[src/qot_pkg.sv]
package qot_pkg;

    localparam int unsigned QOT_CNT_W = 16;
    localparam logic [QOT_CNT_W-1:0] QOT_CNT_MAX = 16'hffff;
    localparam logic [QOT_CNT_W-1:0] QOT_CNT_ZERO = 16'h0000;
    localparam logic [QOT_CNT_W-1:0] QOT_CNT_ONE = 16'h0001;
    localparam logic [QOT_CNT_W-1:0] QOT_TIMER_RESET = 16'h0000;

    localparam int unsigned QOT_ADDR_W = 8;
    localparam logic [QOT_ADDR_W-1:0] QOT_OFS_TIMER = 8'h00;
    localparam logic [QOT_ADDR_W-1:0] QOT_OFS_CTRL = 8'h04;
    localparam logic [QOT_ADDR_W-1:0] QOT_OFS_STATUS = 8'h08;

    localparam int unsigned QOT_CTRL_FIELDS_W = 9;
    localparam int unsigned QOT_CTRL_OSSTART = 9;
    localparam int unsigned QOT_STATUS_W = 3;

    localparam logic [4:0] QOT_DIV8_LAST = 5'h07;
    localparam logic [4:0] QOT_DIV32_LAST = 5'h1f;

    typedef enum logic [0:0] {
        QOT_MODE_TWOPHASE = 1'b0,
        QOT_MODE_ONESHOT = 1'b1
    } qot_mode_type;

    typedef enum logic [1:0] {
        QOT_SRC_DIV1 = 2'h0,
        QOT_SRC_DIV8 = 2'h1,
        QOT_SRC_DIV32 = 2'h2,
        QOT_SRC_SUB32 = 2'h3
    } qot_src_type;

    typedef enum logic [1:0] {
        QOT_TRIG_SOFT = 2'h0,
        QOT_TRIG_PIN = 2'h1,
        QOT_TRIG_OVF = 2'h2,
        QOT_TRIG_NONE = 2'h3
    } qot_trig_type;

    // Bits [8:0] of the control register, start flag in bit 0
    typedef struct packed {
        qot_trig_type trigSel;
        logic pulseEn;
        qot_src_type srcSel;
        logic x4Sel;
        logic freeRun;
        qot_mode_type mode;
        logic start;
    } qot_ctrl_type;

    localparam qot_ctrl_type QOT_CTRL_RESET = 9'h000;

    typedef enum logic [3:0] {
        QOT_ST_STOP = 4'b0001,
        QOT_ST_COUNT = 4'b0010,
        QOT_ST_ARMED = 4'b0100,
        QOT_ST_SHOT = 4'b1000
    } qot_state_type;

endpackage

[src/qot_timer.sv]
// The implementer's own choices: the AHB-Lite register port and the address map.
`timescale 1ns/100ps
`default_nettype none

module qot_timer #(
    parameter int CHANNEL_INDEX = 3
) (
    input wire logic sys_clk,
    input wire logic rst,
    input wire logic hsel,
    input wire logic [31:0] haddr,
    input wire logic [1:0] htrans,
    input wire logic hwrite,
    input wire logic [2:0] hsize,
    input wire logic hready,
    input wire logic [31:0] hwdata,
    output logic [31:0] hrdata,
    output logic hreadyout,
    output logic hresp,
    input wire logic timerInputPin,
    input wire logic timerOutPinIn,
    output logic timerOutPinOut,
    output logic timerOutPinOe,
    input wire logic subClock,
    input wire logic otherTimerOverflow,
    output logic irqRequest
);
    import qot_pkg::*;

    generate
        if (CHANNEL_INDEX < 2 || CHANNEL_INDEX > 4) begin : badChannel
            $error("qot_timer: two-phase channel index must be 2, 3 or 4");
        end
    endgenerate

    localparam bit X4_SELECTABLE = (CHANNEL_INDEX == 3);
    localparam bit X4_FIXED = (CHANNEL_INDEX == 4);

    // Pin synchronisers and edge history
    logic [1:0] inSync;
    logic [1:0] outSync;
    logic [1:0] subSync;
    logic prevA;
    logic prevB;
    logic prevSub;

    always_ff @(posedge sys_clk or posedge rst) begin
        if (rst) begin
            inSync <= 2'b00;
            outSync <= 2'b00;
            subSync <= 2'b00;
        end else begin
            inSync <= {inSync[0], timerInputPin};
            outSync <= {outSync[0], timerOutPinIn};
            subSync <= {subSync[0], subClock};
        end
    end

    always_ff @(posedge sys_clk or posedge rst) begin
        if (rst) begin
            prevA <= 1'b0;
            prevB <= 1'b0;
            prevSub <= 1'b0;
        end else begin
            prevA <= inSync[1];
            prevB <= outSync[1];
            prevSub <= subSync[1];
        end
    end

    wire logic curA = inSync[1];
    wire logic curB = outSync[1];
    wire logic aEdge = curA ^ prevA;
    wire logic bEdge = curB ^ prevB;
    wire logic aRise = curA & ~prevA;
    wire logic subRise = subSync[1] & ~prevSub;

    // Count source prescalers
    logic [4:0] preCount;
    logic [4:0] subCount;

    always_ff @(posedge sys_clk or posedge rst) begin
        if (rst) begin
            preCount <= 5'h00;
            subCount <= 5'h00;
        end else begin
            preCount <= preCount + 5'h01;
            if (subRise) begin
                subCount <= subCount + 5'h01;
            end
        end
    end

    wire logic tickDiv8 = (preCount[2:0] == QOT_DIV8_LAST[2:0]);
    wire logic tickDiv32 = (preCount == QOT_DIV32_LAST);
    wire logic tickSub32 = subRise & (subCount == QOT_DIV32_LAST);

    // Registers
    qot_ctrl_type ctrl;
    qot_state_type state;
    qot_state_type next_state;
    logic [QOT_CNT_W-1:0] count;
    logic [QOT_CNT_W-1:0] next_count;
    logic [QOT_CNT_W-1:0] reload;
    logic [QOT_CNT_W-1:0] next_reload;
    logic lastUp;

    wire qot_src_type srcSel = ctrl.srcSel;
    wire logic srcTick = (srcSel == QOT_SRC_DIV1) ? 1'b1 :
                         (srcSel == QOT_SRC_DIV8) ? tickDiv8 :
                         (srcSel == QOT_SRC_DIV32) ? tickDiv32 : tickSub32;

    // Two-phase decoding
    wire logic x4Active = X4_FIXED | (X4_SELECTABLE & ctrl.x4Sel);
    wire logic upNormal = aEdge & curA & curB;
    wire logic downNormal = aEdge & ~curA & curB;
    // Both pins moving in one sample is a lost phase step; dropped in times-four mode, while normal mode still counts the A edge
    wire logic aOnly = aEdge & ~bEdge;
    wire logic bOnly = bEdge & ~aEdge;
    // Times-four step: {up, down} from the new levels and which pin moved
    function automatic logic [1:0] x4Step(
        input logic a,
        input logic b,
        input logic aMoved,
        input logic bMoved
    );
        logic same;
        same = (a == b);
        return {(aMoved & same) | (bMoved & ~same), (aMoved & ~same) | (bMoved & same)};
    endfunction

    wire logic [1:0] x4Dir = x4Step(curA, curB, aOnly, bOnly);
    wire logic upX4 = x4Dir[1];
    wire logic downX4 = x4Dir[0];
    wire logic inCount = (state == QOT_ST_COUNT);
    wire logic quadUp = inCount & (x4Active ? upX4 : upNormal);
    wire logic quadDown = inCount & (x4Active ? downX4 : downNormal);

    // Bus slave, zero wait for writes, one wait for reads
    logic wrPend;
    logic rdPend;
    logic [QOT_ADDR_W-1:0] addrReg;

    // Register decode shared by the write strobes and the read mux
    function automatic logic hitReg(
        input logic [QOT_ADDR_W-1:0] addr,
        input logic [QOT_ADDR_W-1:0] offset
    );
        return addr == offset;
    endfunction

    wire logic takeReq = hsel & htrans[1] & hready;
    wire logic selTimer = hitReg(addrReg, QOT_OFS_TIMER);
    wire logic selCtrl = hitReg(addrReg, QOT_OFS_CTRL);
    wire logic selStatus = hitReg(addrReg, QOT_OFS_STATUS);
    wire logic wrTimer = wrPend & selTimer;
    wire logic wrCtrl = wrPend & selCtrl;
    wire logic osStartPulse = wrCtrl & hwdata[QOT_CTRL_OSSTART];

    always_ff @(posedge sys_clk or posedge rst) begin
        if (rst) begin
            wrPend <= 1'b0;
            rdPend <= 1'b0;
            addrReg <= QOT_OFS_TIMER;
        end else if (hreadyout) begin
            wrPend <= takeReq & hwrite;
            rdPend <= takeReq & ~hwrite;
            if (takeReq) begin
                addrReg <= haddr[QOT_ADDR_W-1:0];
            end
        end else begin
            rdPend <= 1'b0;
        end
    end

    assign hreadyout = ~rdPend;
    assign hresp = 1'b0;

    wire logic running = (state == QOT_ST_COUNT) | (state == QOT_ST_SHOT);
    wire logic [QOT_STATUS_W-1:0] statusWord = {lastUp, timerOutPinOut, running};
    wire qot_ctrl_type ctrlRead = '{
        trigSel: ctrl.trigSel,
        pulseEn: ctrl.pulseEn,
        srcSel: ctrl.srcSel,
        x4Sel: ctrl.x4Sel & X4_SELECTABLE,
        freeRun: ctrl.freeRun,
        mode: ctrl.mode,
        start: ctrl.start
    };
    // Live count in two-phase mode; in one-shot the remaining down-count, reloaded at each trigger and at the shot end
    wire logic [31:0] readMux =
        selTimer ? {16'h0000, count} :
        selCtrl ? {23'h000000, ctrlRead} :
        selStatus ? {29'h0000000, statusWord} : 32'h00000000;

    // Sampled in the wait cycle so a preceding write is already visible
    always_ff @(posedge sys_clk or posedge rst) begin
        if (rst) begin
            hrdata <= 32'h00000000;
        end else if (rdPend) begin
            hrdata <= readMux;
        end
    end

    always_ff @(posedge sys_clk or posedge rst) begin
        if (rst) begin
            ctrl <= QOT_CTRL_RESET;
        end else if (wrCtrl) begin
            ctrl <= qot_ctrl_type'(hwdata[QOT_CTRL_FIELDS_W-1:0]);
        end
    end

    // One-shot triggers, all gated by the start flag through the state
    wire qot_trig_type trigSel = ctrl.trigSel;
    wire logic pinTrig = (trigSel == QOT_TRIG_PIN) & aRise;
    wire logic ovfTrig = (trigSel == QOT_TRIG_OVF) & otherTimerOverflow;
    wire logic trigger = osStartPulse | pinTrig | ovfTrig;
    wire logic shotTick = (state == QOT_ST_SHOT) & srcTick & ~trigger;
    wire logic shotEnd = shotTick & (count <= QOT_CNT_ONE);
    wire logic quadMode = ctrl.start & (ctrl.mode == QOT_MODE_TWOPHASE);
    wire logic shotMode = ctrl.start & (ctrl.mode == QOT_MODE_ONESHOT);

    always_comb begin
        next_state = state;
        case (state)
            QOT_ST_STOP: begin
                if (quadMode) begin
                    next_state = QOT_ST_COUNT;
                end else if (shotMode) begin
                    next_state = QOT_ST_ARMED;
                end
            end
            QOT_ST_COUNT: begin
                if (!quadMode) begin
                    next_state = QOT_ST_STOP;
                end
            end
            QOT_ST_ARMED: begin
                if (!shotMode) begin
                    next_state = QOT_ST_STOP;
                end else if (trigger) begin
                    next_state = QOT_ST_SHOT;
                end
            end
            QOT_ST_SHOT: begin
                if (!shotMode) begin
                    next_state = QOT_ST_STOP;
                end else if (shotEnd) begin
                    next_state = QOT_ST_ARMED;
                end
            end
            default: begin
                next_state = QOT_ST_STOP;
            end
        endcase
    end

    // Counter and reload path
    wire logic overflow = quadUp & (count == QOT_CNT_MAX);
    wire logic underflow = quadDown & (count == QOT_CNT_ZERO);
    wire logic [QOT_CNT_W-1:0] wrapValue = ctrl.freeRun ? QOT_CNT_ZERO : reload;
    wire logic [QOT_CNT_W-1:0] underValue = ctrl.freeRun ? QOT_CNT_MAX : reload;

    always_comb begin
        next_reload = reload;
        next_count = count;
        if (wrTimer) begin
            next_reload = hwdata[QOT_CNT_W-1:0];
            if (!running) begin
                next_count = hwdata[QOT_CNT_W-1:0];
            end
        end
        if (overflow) begin
            next_count = wrapValue;
        end else if (underflow) begin
            next_count = underValue;
        end else if (quadUp) begin
            next_count = count + QOT_CNT_ONE;
        end else if (quadDown) begin
            next_count = count - QOT_CNT_ONE;
        end else if (trigger && (state == QOT_ST_ARMED || state == QOT_ST_SHOT)) begin
            next_count = next_reload;
        end else if (shotEnd) begin
            next_count = reload;
        end else if (shotTick) begin
            next_count = count - QOT_CNT_ONE;
        end
    end

    always_ff @(posedge sys_clk or posedge rst) begin
        if (rst) begin
            state <= QOT_ST_STOP;
        end else begin
            state <= next_state;
        end
    end

    always_ff @(posedge sys_clk or posedge rst) begin
        if (rst) begin
            count <= QOT_TIMER_RESET;
        end else begin
            count <= next_count;
        end
    end

    always_ff @(posedge sys_clk or posedge rst) begin
        if (rst) begin
            reload <= QOT_TIMER_RESET;
        end else begin
            reload <= next_reload;
        end
    end

    always_ff @(posedge sys_clk or posedge rst) begin
        if (rst) begin
            lastUp <= 1'b0;
        end else if (quadUp || quadDown) begin
            lastUp <= quadUp;
        end
    end

    // Interrupt request and pulse output
    always_ff @(posedge sys_clk or posedge rst) begin
        if (rst) begin
            irqRequest <= 1'b0;
        end else begin
            irqRequest <= overflow | underflow | shotEnd;
        end
    end

    // Output pin stays undriven in two-phase mode so it can carry phase B
    always_ff @(posedge sys_clk or posedge rst) begin
        if (rst) begin
            timerOutPinOut <= 1'b0;
        end else begin
            timerOutPinOut <= ctrl.pulseEn & (next_state == QOT_ST_SHOT);
        end
    end

    always_ff @(posedge sys_clk or posedge rst) begin
        if (rst) begin
            timerOutPinOe <= 1'b0;
        end else begin
            timerOutPinOe <= ctrl.pulseEn & (ctrl.mode == QOT_MODE_ONESHOT);
        end
    end

endmodule

`default_nettype wire

[config.mk]
export PLATFORM = sky130hd
export DESIGN_NAME = qot_timer
export DESIGN_NICKNAME = d
export VERILOG_FILES = /design/src/qot_pkg.sv /design/src/qot_timer.sv
export SDC_FILE = /design/constraint.sdc
export NUM_CORES = 1
export LEC_CHECK = 0
export ABC_AREA = 1
export ABC_CLOCK_PERIOD_IN_PS = 2800
export BUFFER_PORTS_ARGS = -buffer_cell sky130_fd_sc_hd__buf_2
export CAP_MARGIN = 5
export CORE_MARGIN = 2
export CORE_UTILIZATION = 51
export DETAILED_ROUTE_END_ITERATION = 12
export PLACE_DENSITY_LB_ADDON = 0.08
export SYNTH_ARGS = -nofsm -noshare
export SYNTH_HDL_FRONTEND = slang
export SYNTH_SLANG_ARGS = --single-unit
[constraint.sdc]
create_clock -name sys_clk -period 2.8 [get_ports sys_clk]
set_input_delay 0.14 -clock sys_clk [delete_from_list [all_inputs] [get_ports sys_clk]]
set_output_delay 0.14 -clock sys_clk [all_outputs]
set_load 0.005 [all_outputs]
==> results by group <==
Power and ir drop
  – VDD IR max: slightly above 0.0004 V
  – Static Leak: roughly 3.8 nW
  – Pwr/cell area: slightly above 600 mW/mm²

Synth
  – Most common library cells after synthesis: nand2_1 (220), inv_1 (122), dfrtp_1 (93), nor2_1 (81), o21ai_0 (68)
  – Synth Cell Area: 0.006186 mm²
  – Most common cell in the netlist: nand2_1
  – Synth Area in XOR/XNOR: 3.115%
  – Synth area leader: dfrtp_1
  – Compound-Gate Fraction of Synth Area: 13.77%
  – Asr flop ratio synth: 100.0%
  – Mapped Cells: 879
  – Top cells by area, synth: dfrtp_1 (38%), nand2_1 (13%), inv_1 (7.4%)
  – Register area share after synthesis: 38.05%
  – Number of enable flip-flop cells after synthesis: 0
  – Synth Area in Simple Gates: between 20% and 30%
  – Primary FF master, synth: dfrtp_1
  – Main combinational cell family by area after synthesis: simple AND/OR/NAND/NOR gates
  – Top-area cell type share of the netlist area: between 30% and 40%
  – Mapped Avg Cell Area: approximately 7.0 µm²
  – Post-synthesis register bit count: 94
  – Synth unique cells: 46
  – Yosys warnings: 0
  – Mux cell area share after synthesis: 1.092%
  – Synth Area in Adders: about 2.2%

Finish
  – Antenna cells: 0
  – Nets: about 1000
  – Fillers: between 1000 and 1500
  – Layout cells sized above 1: between 10% and 20%
  – Final core occ: between 50% and 60%
  – Post-Layout Cell Count: 1105
  – Final Instance Area: 0.007069 mm²
  – Area grow syn2layout: 14.28%

Timing
  – Max-slew headroom: between 50% and 60%
  – Fin. Hold Viols: 0
  – Min Tclk post-route: 2.569 ns
  – # setup viols final: 0
  – Slew Viols, Final: 0
  – Worst Clk Skew: between 0.006 and 0.007 ns
  – Post-Route Setup TNS: 0 ns
  – RSZ-0062 raised after global routing: no
  – Worst Tran Pin Value: about 0.64 ns
  – FMAX: between 300 and 400 MHz
  – Final Cycle Share: 91.75%

Worst setup path
  – Crit. End Element: register
  – R2R setup slack: ~0.23 ns
  – Worst Path Class, Setup: register to register
  – Arr. time, crit path: between 2 and 3 ns
  – Worst R2R Start: count[1]
  – Required @ worst endpoint: 3.04 ns
  – CP Max Fanout: 5
  – Startpoint Class: register
  – R2R cell count: 15
  – Beginning of the critical path: count[1]
  – Worst Setup EP: count[10]
  – R2r endpoint: count[10]

GRT
  – Largest net degree at the start of global routing: 51
  – First-pass GRT wire length: between 20000 and 30000 µm
  – Initial antenna violation count: 0
  – GRT Util Overall: between 20% and 30%
  – Vias in the first global route: around 5700
  – Congestion Overflow GR: 0

Run
  – Max-Cap Viols: 0

Drt
  – Vias post-DR: around 6000
  – Initial DRC count: 520
  – Drt first pass iters: 5
  – Routed wire length: around 18000 µm
  – Routed Antenna Nets: 0
  – DR WL/cell: roughly 17 µm
  – DR vias/cell: ~5.5
  – # DRC: 0

Placement
  – Dpl cells: about 1100
  – GPL Wtd Cong: roughly 0.99
  – DP HPWL: about 14000 µm
  – Post-DP Area: between 0.006 and 0.007 mm²
  – Input/output buffers: 53

Die
  – Core Area: roughly 0.012 mm²
  – Die X: between 100 and 150 µm
  – Die area: ~0.013 mm²
  – I/O pin cnt: approximately 120
  – Die Span Y: 114.1 µm
  – Initial core utilization: 51.93%
  – Row Count: 40

Min path
  – Worst Hold Class: input port to register

Clocking
  – Clock Latency Late Sink: between 0.3 and 0.4 ns
  – Clock Root Buffer: clkbuf_16
  – Clock tree buffer depth: 2
  – Total CTS buffers: 9
  – Sink Count: 94
  – H-tree depth: 3
  – CTS tree: built
  – Clock-pin slew on the worst setup and hold paths: 0.07 ns

Run status
  – Status: complete, no violations
## repair_timing
action                                  4_1_cts  5_1_grt
endpoints found under the setup margin        0       11
hold endpoints to repair                     52        0
buffers inserted                              0        2
gates resized for setup                       0        2
hold buffers                                  5        0
## worst min-delay path by stage
stage	from	end	slack, ns	cells past startpoint
after floorplan	timerInputPin	inSync[0]	0.17	0
after global placement	timerOutPinIn	outSync[0]	0.25	1
after detailed placement	timerInputPin	inSync[0]	0.25	1
after CTS	haddr[5]	addrReg[5]	0.01	2
after global routing	haddr[5]	addrReg[5]	0.02	2
final	haddr[1]	addrReg[1]	0.02	2
## power breakdown
part / total [W] / internal (W) / leakage (nW) / switching [W]
clock: 0.00117 / 0.000631 / 0.133 / 0.000538
combinational: 0.00138 / 0.000514 / 2.64 / 0.000865
sequential: 0.00172 / 0.00155 / 1.04 / 0.000171
## state kept, by name, summed over array words and instances, names as in the netlist, 2 cells and up
signal    count
srcSel        2
count        16
ctrl          4
addrReg       8
subSync       2
outSync       2
preCount      5
trigSel       2
hrdata       16
reload       16
inSync        2
subCount      5
state         4
## critical path: stages (launching register included)
cell	delay (ns)
dfrtp_1	0.46
inv_1	0.11
ha_1	0.18
nand2_1	0.08
nor2_1	0.26
inv_1	0.09
nor2_1	0.33
nand3_1	0.15
xor2_1	0.28
nand2_1	0.09
nand2_1	0.07
o21bai_1	0.06
nand2_1	0.08
nand2_1	0.05
a21oi_1	0.12
nor2_1	0.05
## placed cells by master (no fill, tap or decap), types with 4 or more instances in the layout
| cell | Yosys | layout |
|---|---|---|
| clkbuf_16 | 0 | 9 |
| inv_2 | 4 | 4 |
| dfrtp_1 | 93 | 93 |
| nand3_1 | 58 | 57 |
| nand2_1 | 220 | 220 |
| ha_1 | 11 | 11 |
| conb_1 | 1 | 17 |
| nand4_1 | 9 | 9 |
| nor3_1 | 15 | 15 |
| o21ai_1 | 14 | 14 |
| buf_4 | 21 | 38 |
| inv_1 | 122 | 121 |
| nand3_2 | 3 | 4 |
| nor2_1 | 81 | 80 |
| a21oi_2 | 7 | 7 |
| buf_2 | 14 | 53 |
| o31ai_1 | 7 | 7 |
| mux2_2 | 6 | 6 |
| a31oi_1 | 4 | 4 |
| xnor2_1 | 4 | 4 |
| dlygate4sd3_1 | 0 | 5 |
| a21oi_1 | 47 | 47 |
| o21ai_0 | 68 | 68 |
| xor2_1 | 18 | 18 |
## stage by stage
| step | hold slack, ns | setup WS (ns) | total power, W |
|---|---|---|---|
| floorplan | 0.1714 | 0.2130 | 0.002649 |
| global placement | 0.2498 | 0.1724 | 0.003053 |
| detailed placement | 0.2497 | 0.1364 | 0.003089 |
| CTS | 0.01271 | 0.1143 | 0.004272 |
| global route | 0.01583 | 0.01063 | 0.004515 |
| finish | 0.01757 | 0.2309 | 0.004264 |
## logic make-up (layout without fill, tap and decap cells)
family                     Yosys count  after routing
DFF                                 94             94
adders and majority gates           11             11
other                                1             17
muxes                                6              6
buffers and inverters              180            243
xor gates and xnor gates            22             22
AOI/OAI and AO/OA                  156            156
and+or+nand+nor                    409            409
## area by class of cell
type | count | area, µm² | share of cell area, %
clock buffer | 12 | 246.5 | 3.487
timing repair buffer | 98 | 640.6 | 9.062
clock inverter | 4 | 30.03 | 0.4248
tap | 147 | 183.9 | 2.602
inverter | 129 | 489.2 | 6.920
multi-input combinational | 621 | 3126 | 44.21
sequential | 94 | 2354 | 33.29
## routing by layer
metal / track usage [%] / share of wire [%] / wire length (µm) / vias up
met5: 0 / 0 / 0 / -
met4: 12.60 / 2.8 / 511 / 0
met3: 4.923 / 7.2 / 1324 / 34
met2: 46.55 / 46 / 8468 / 241
met1: 40.14 / 44 / 8050 / 2876
li1: - / - / - / 2908
Power figures use the tool's default switching activity.
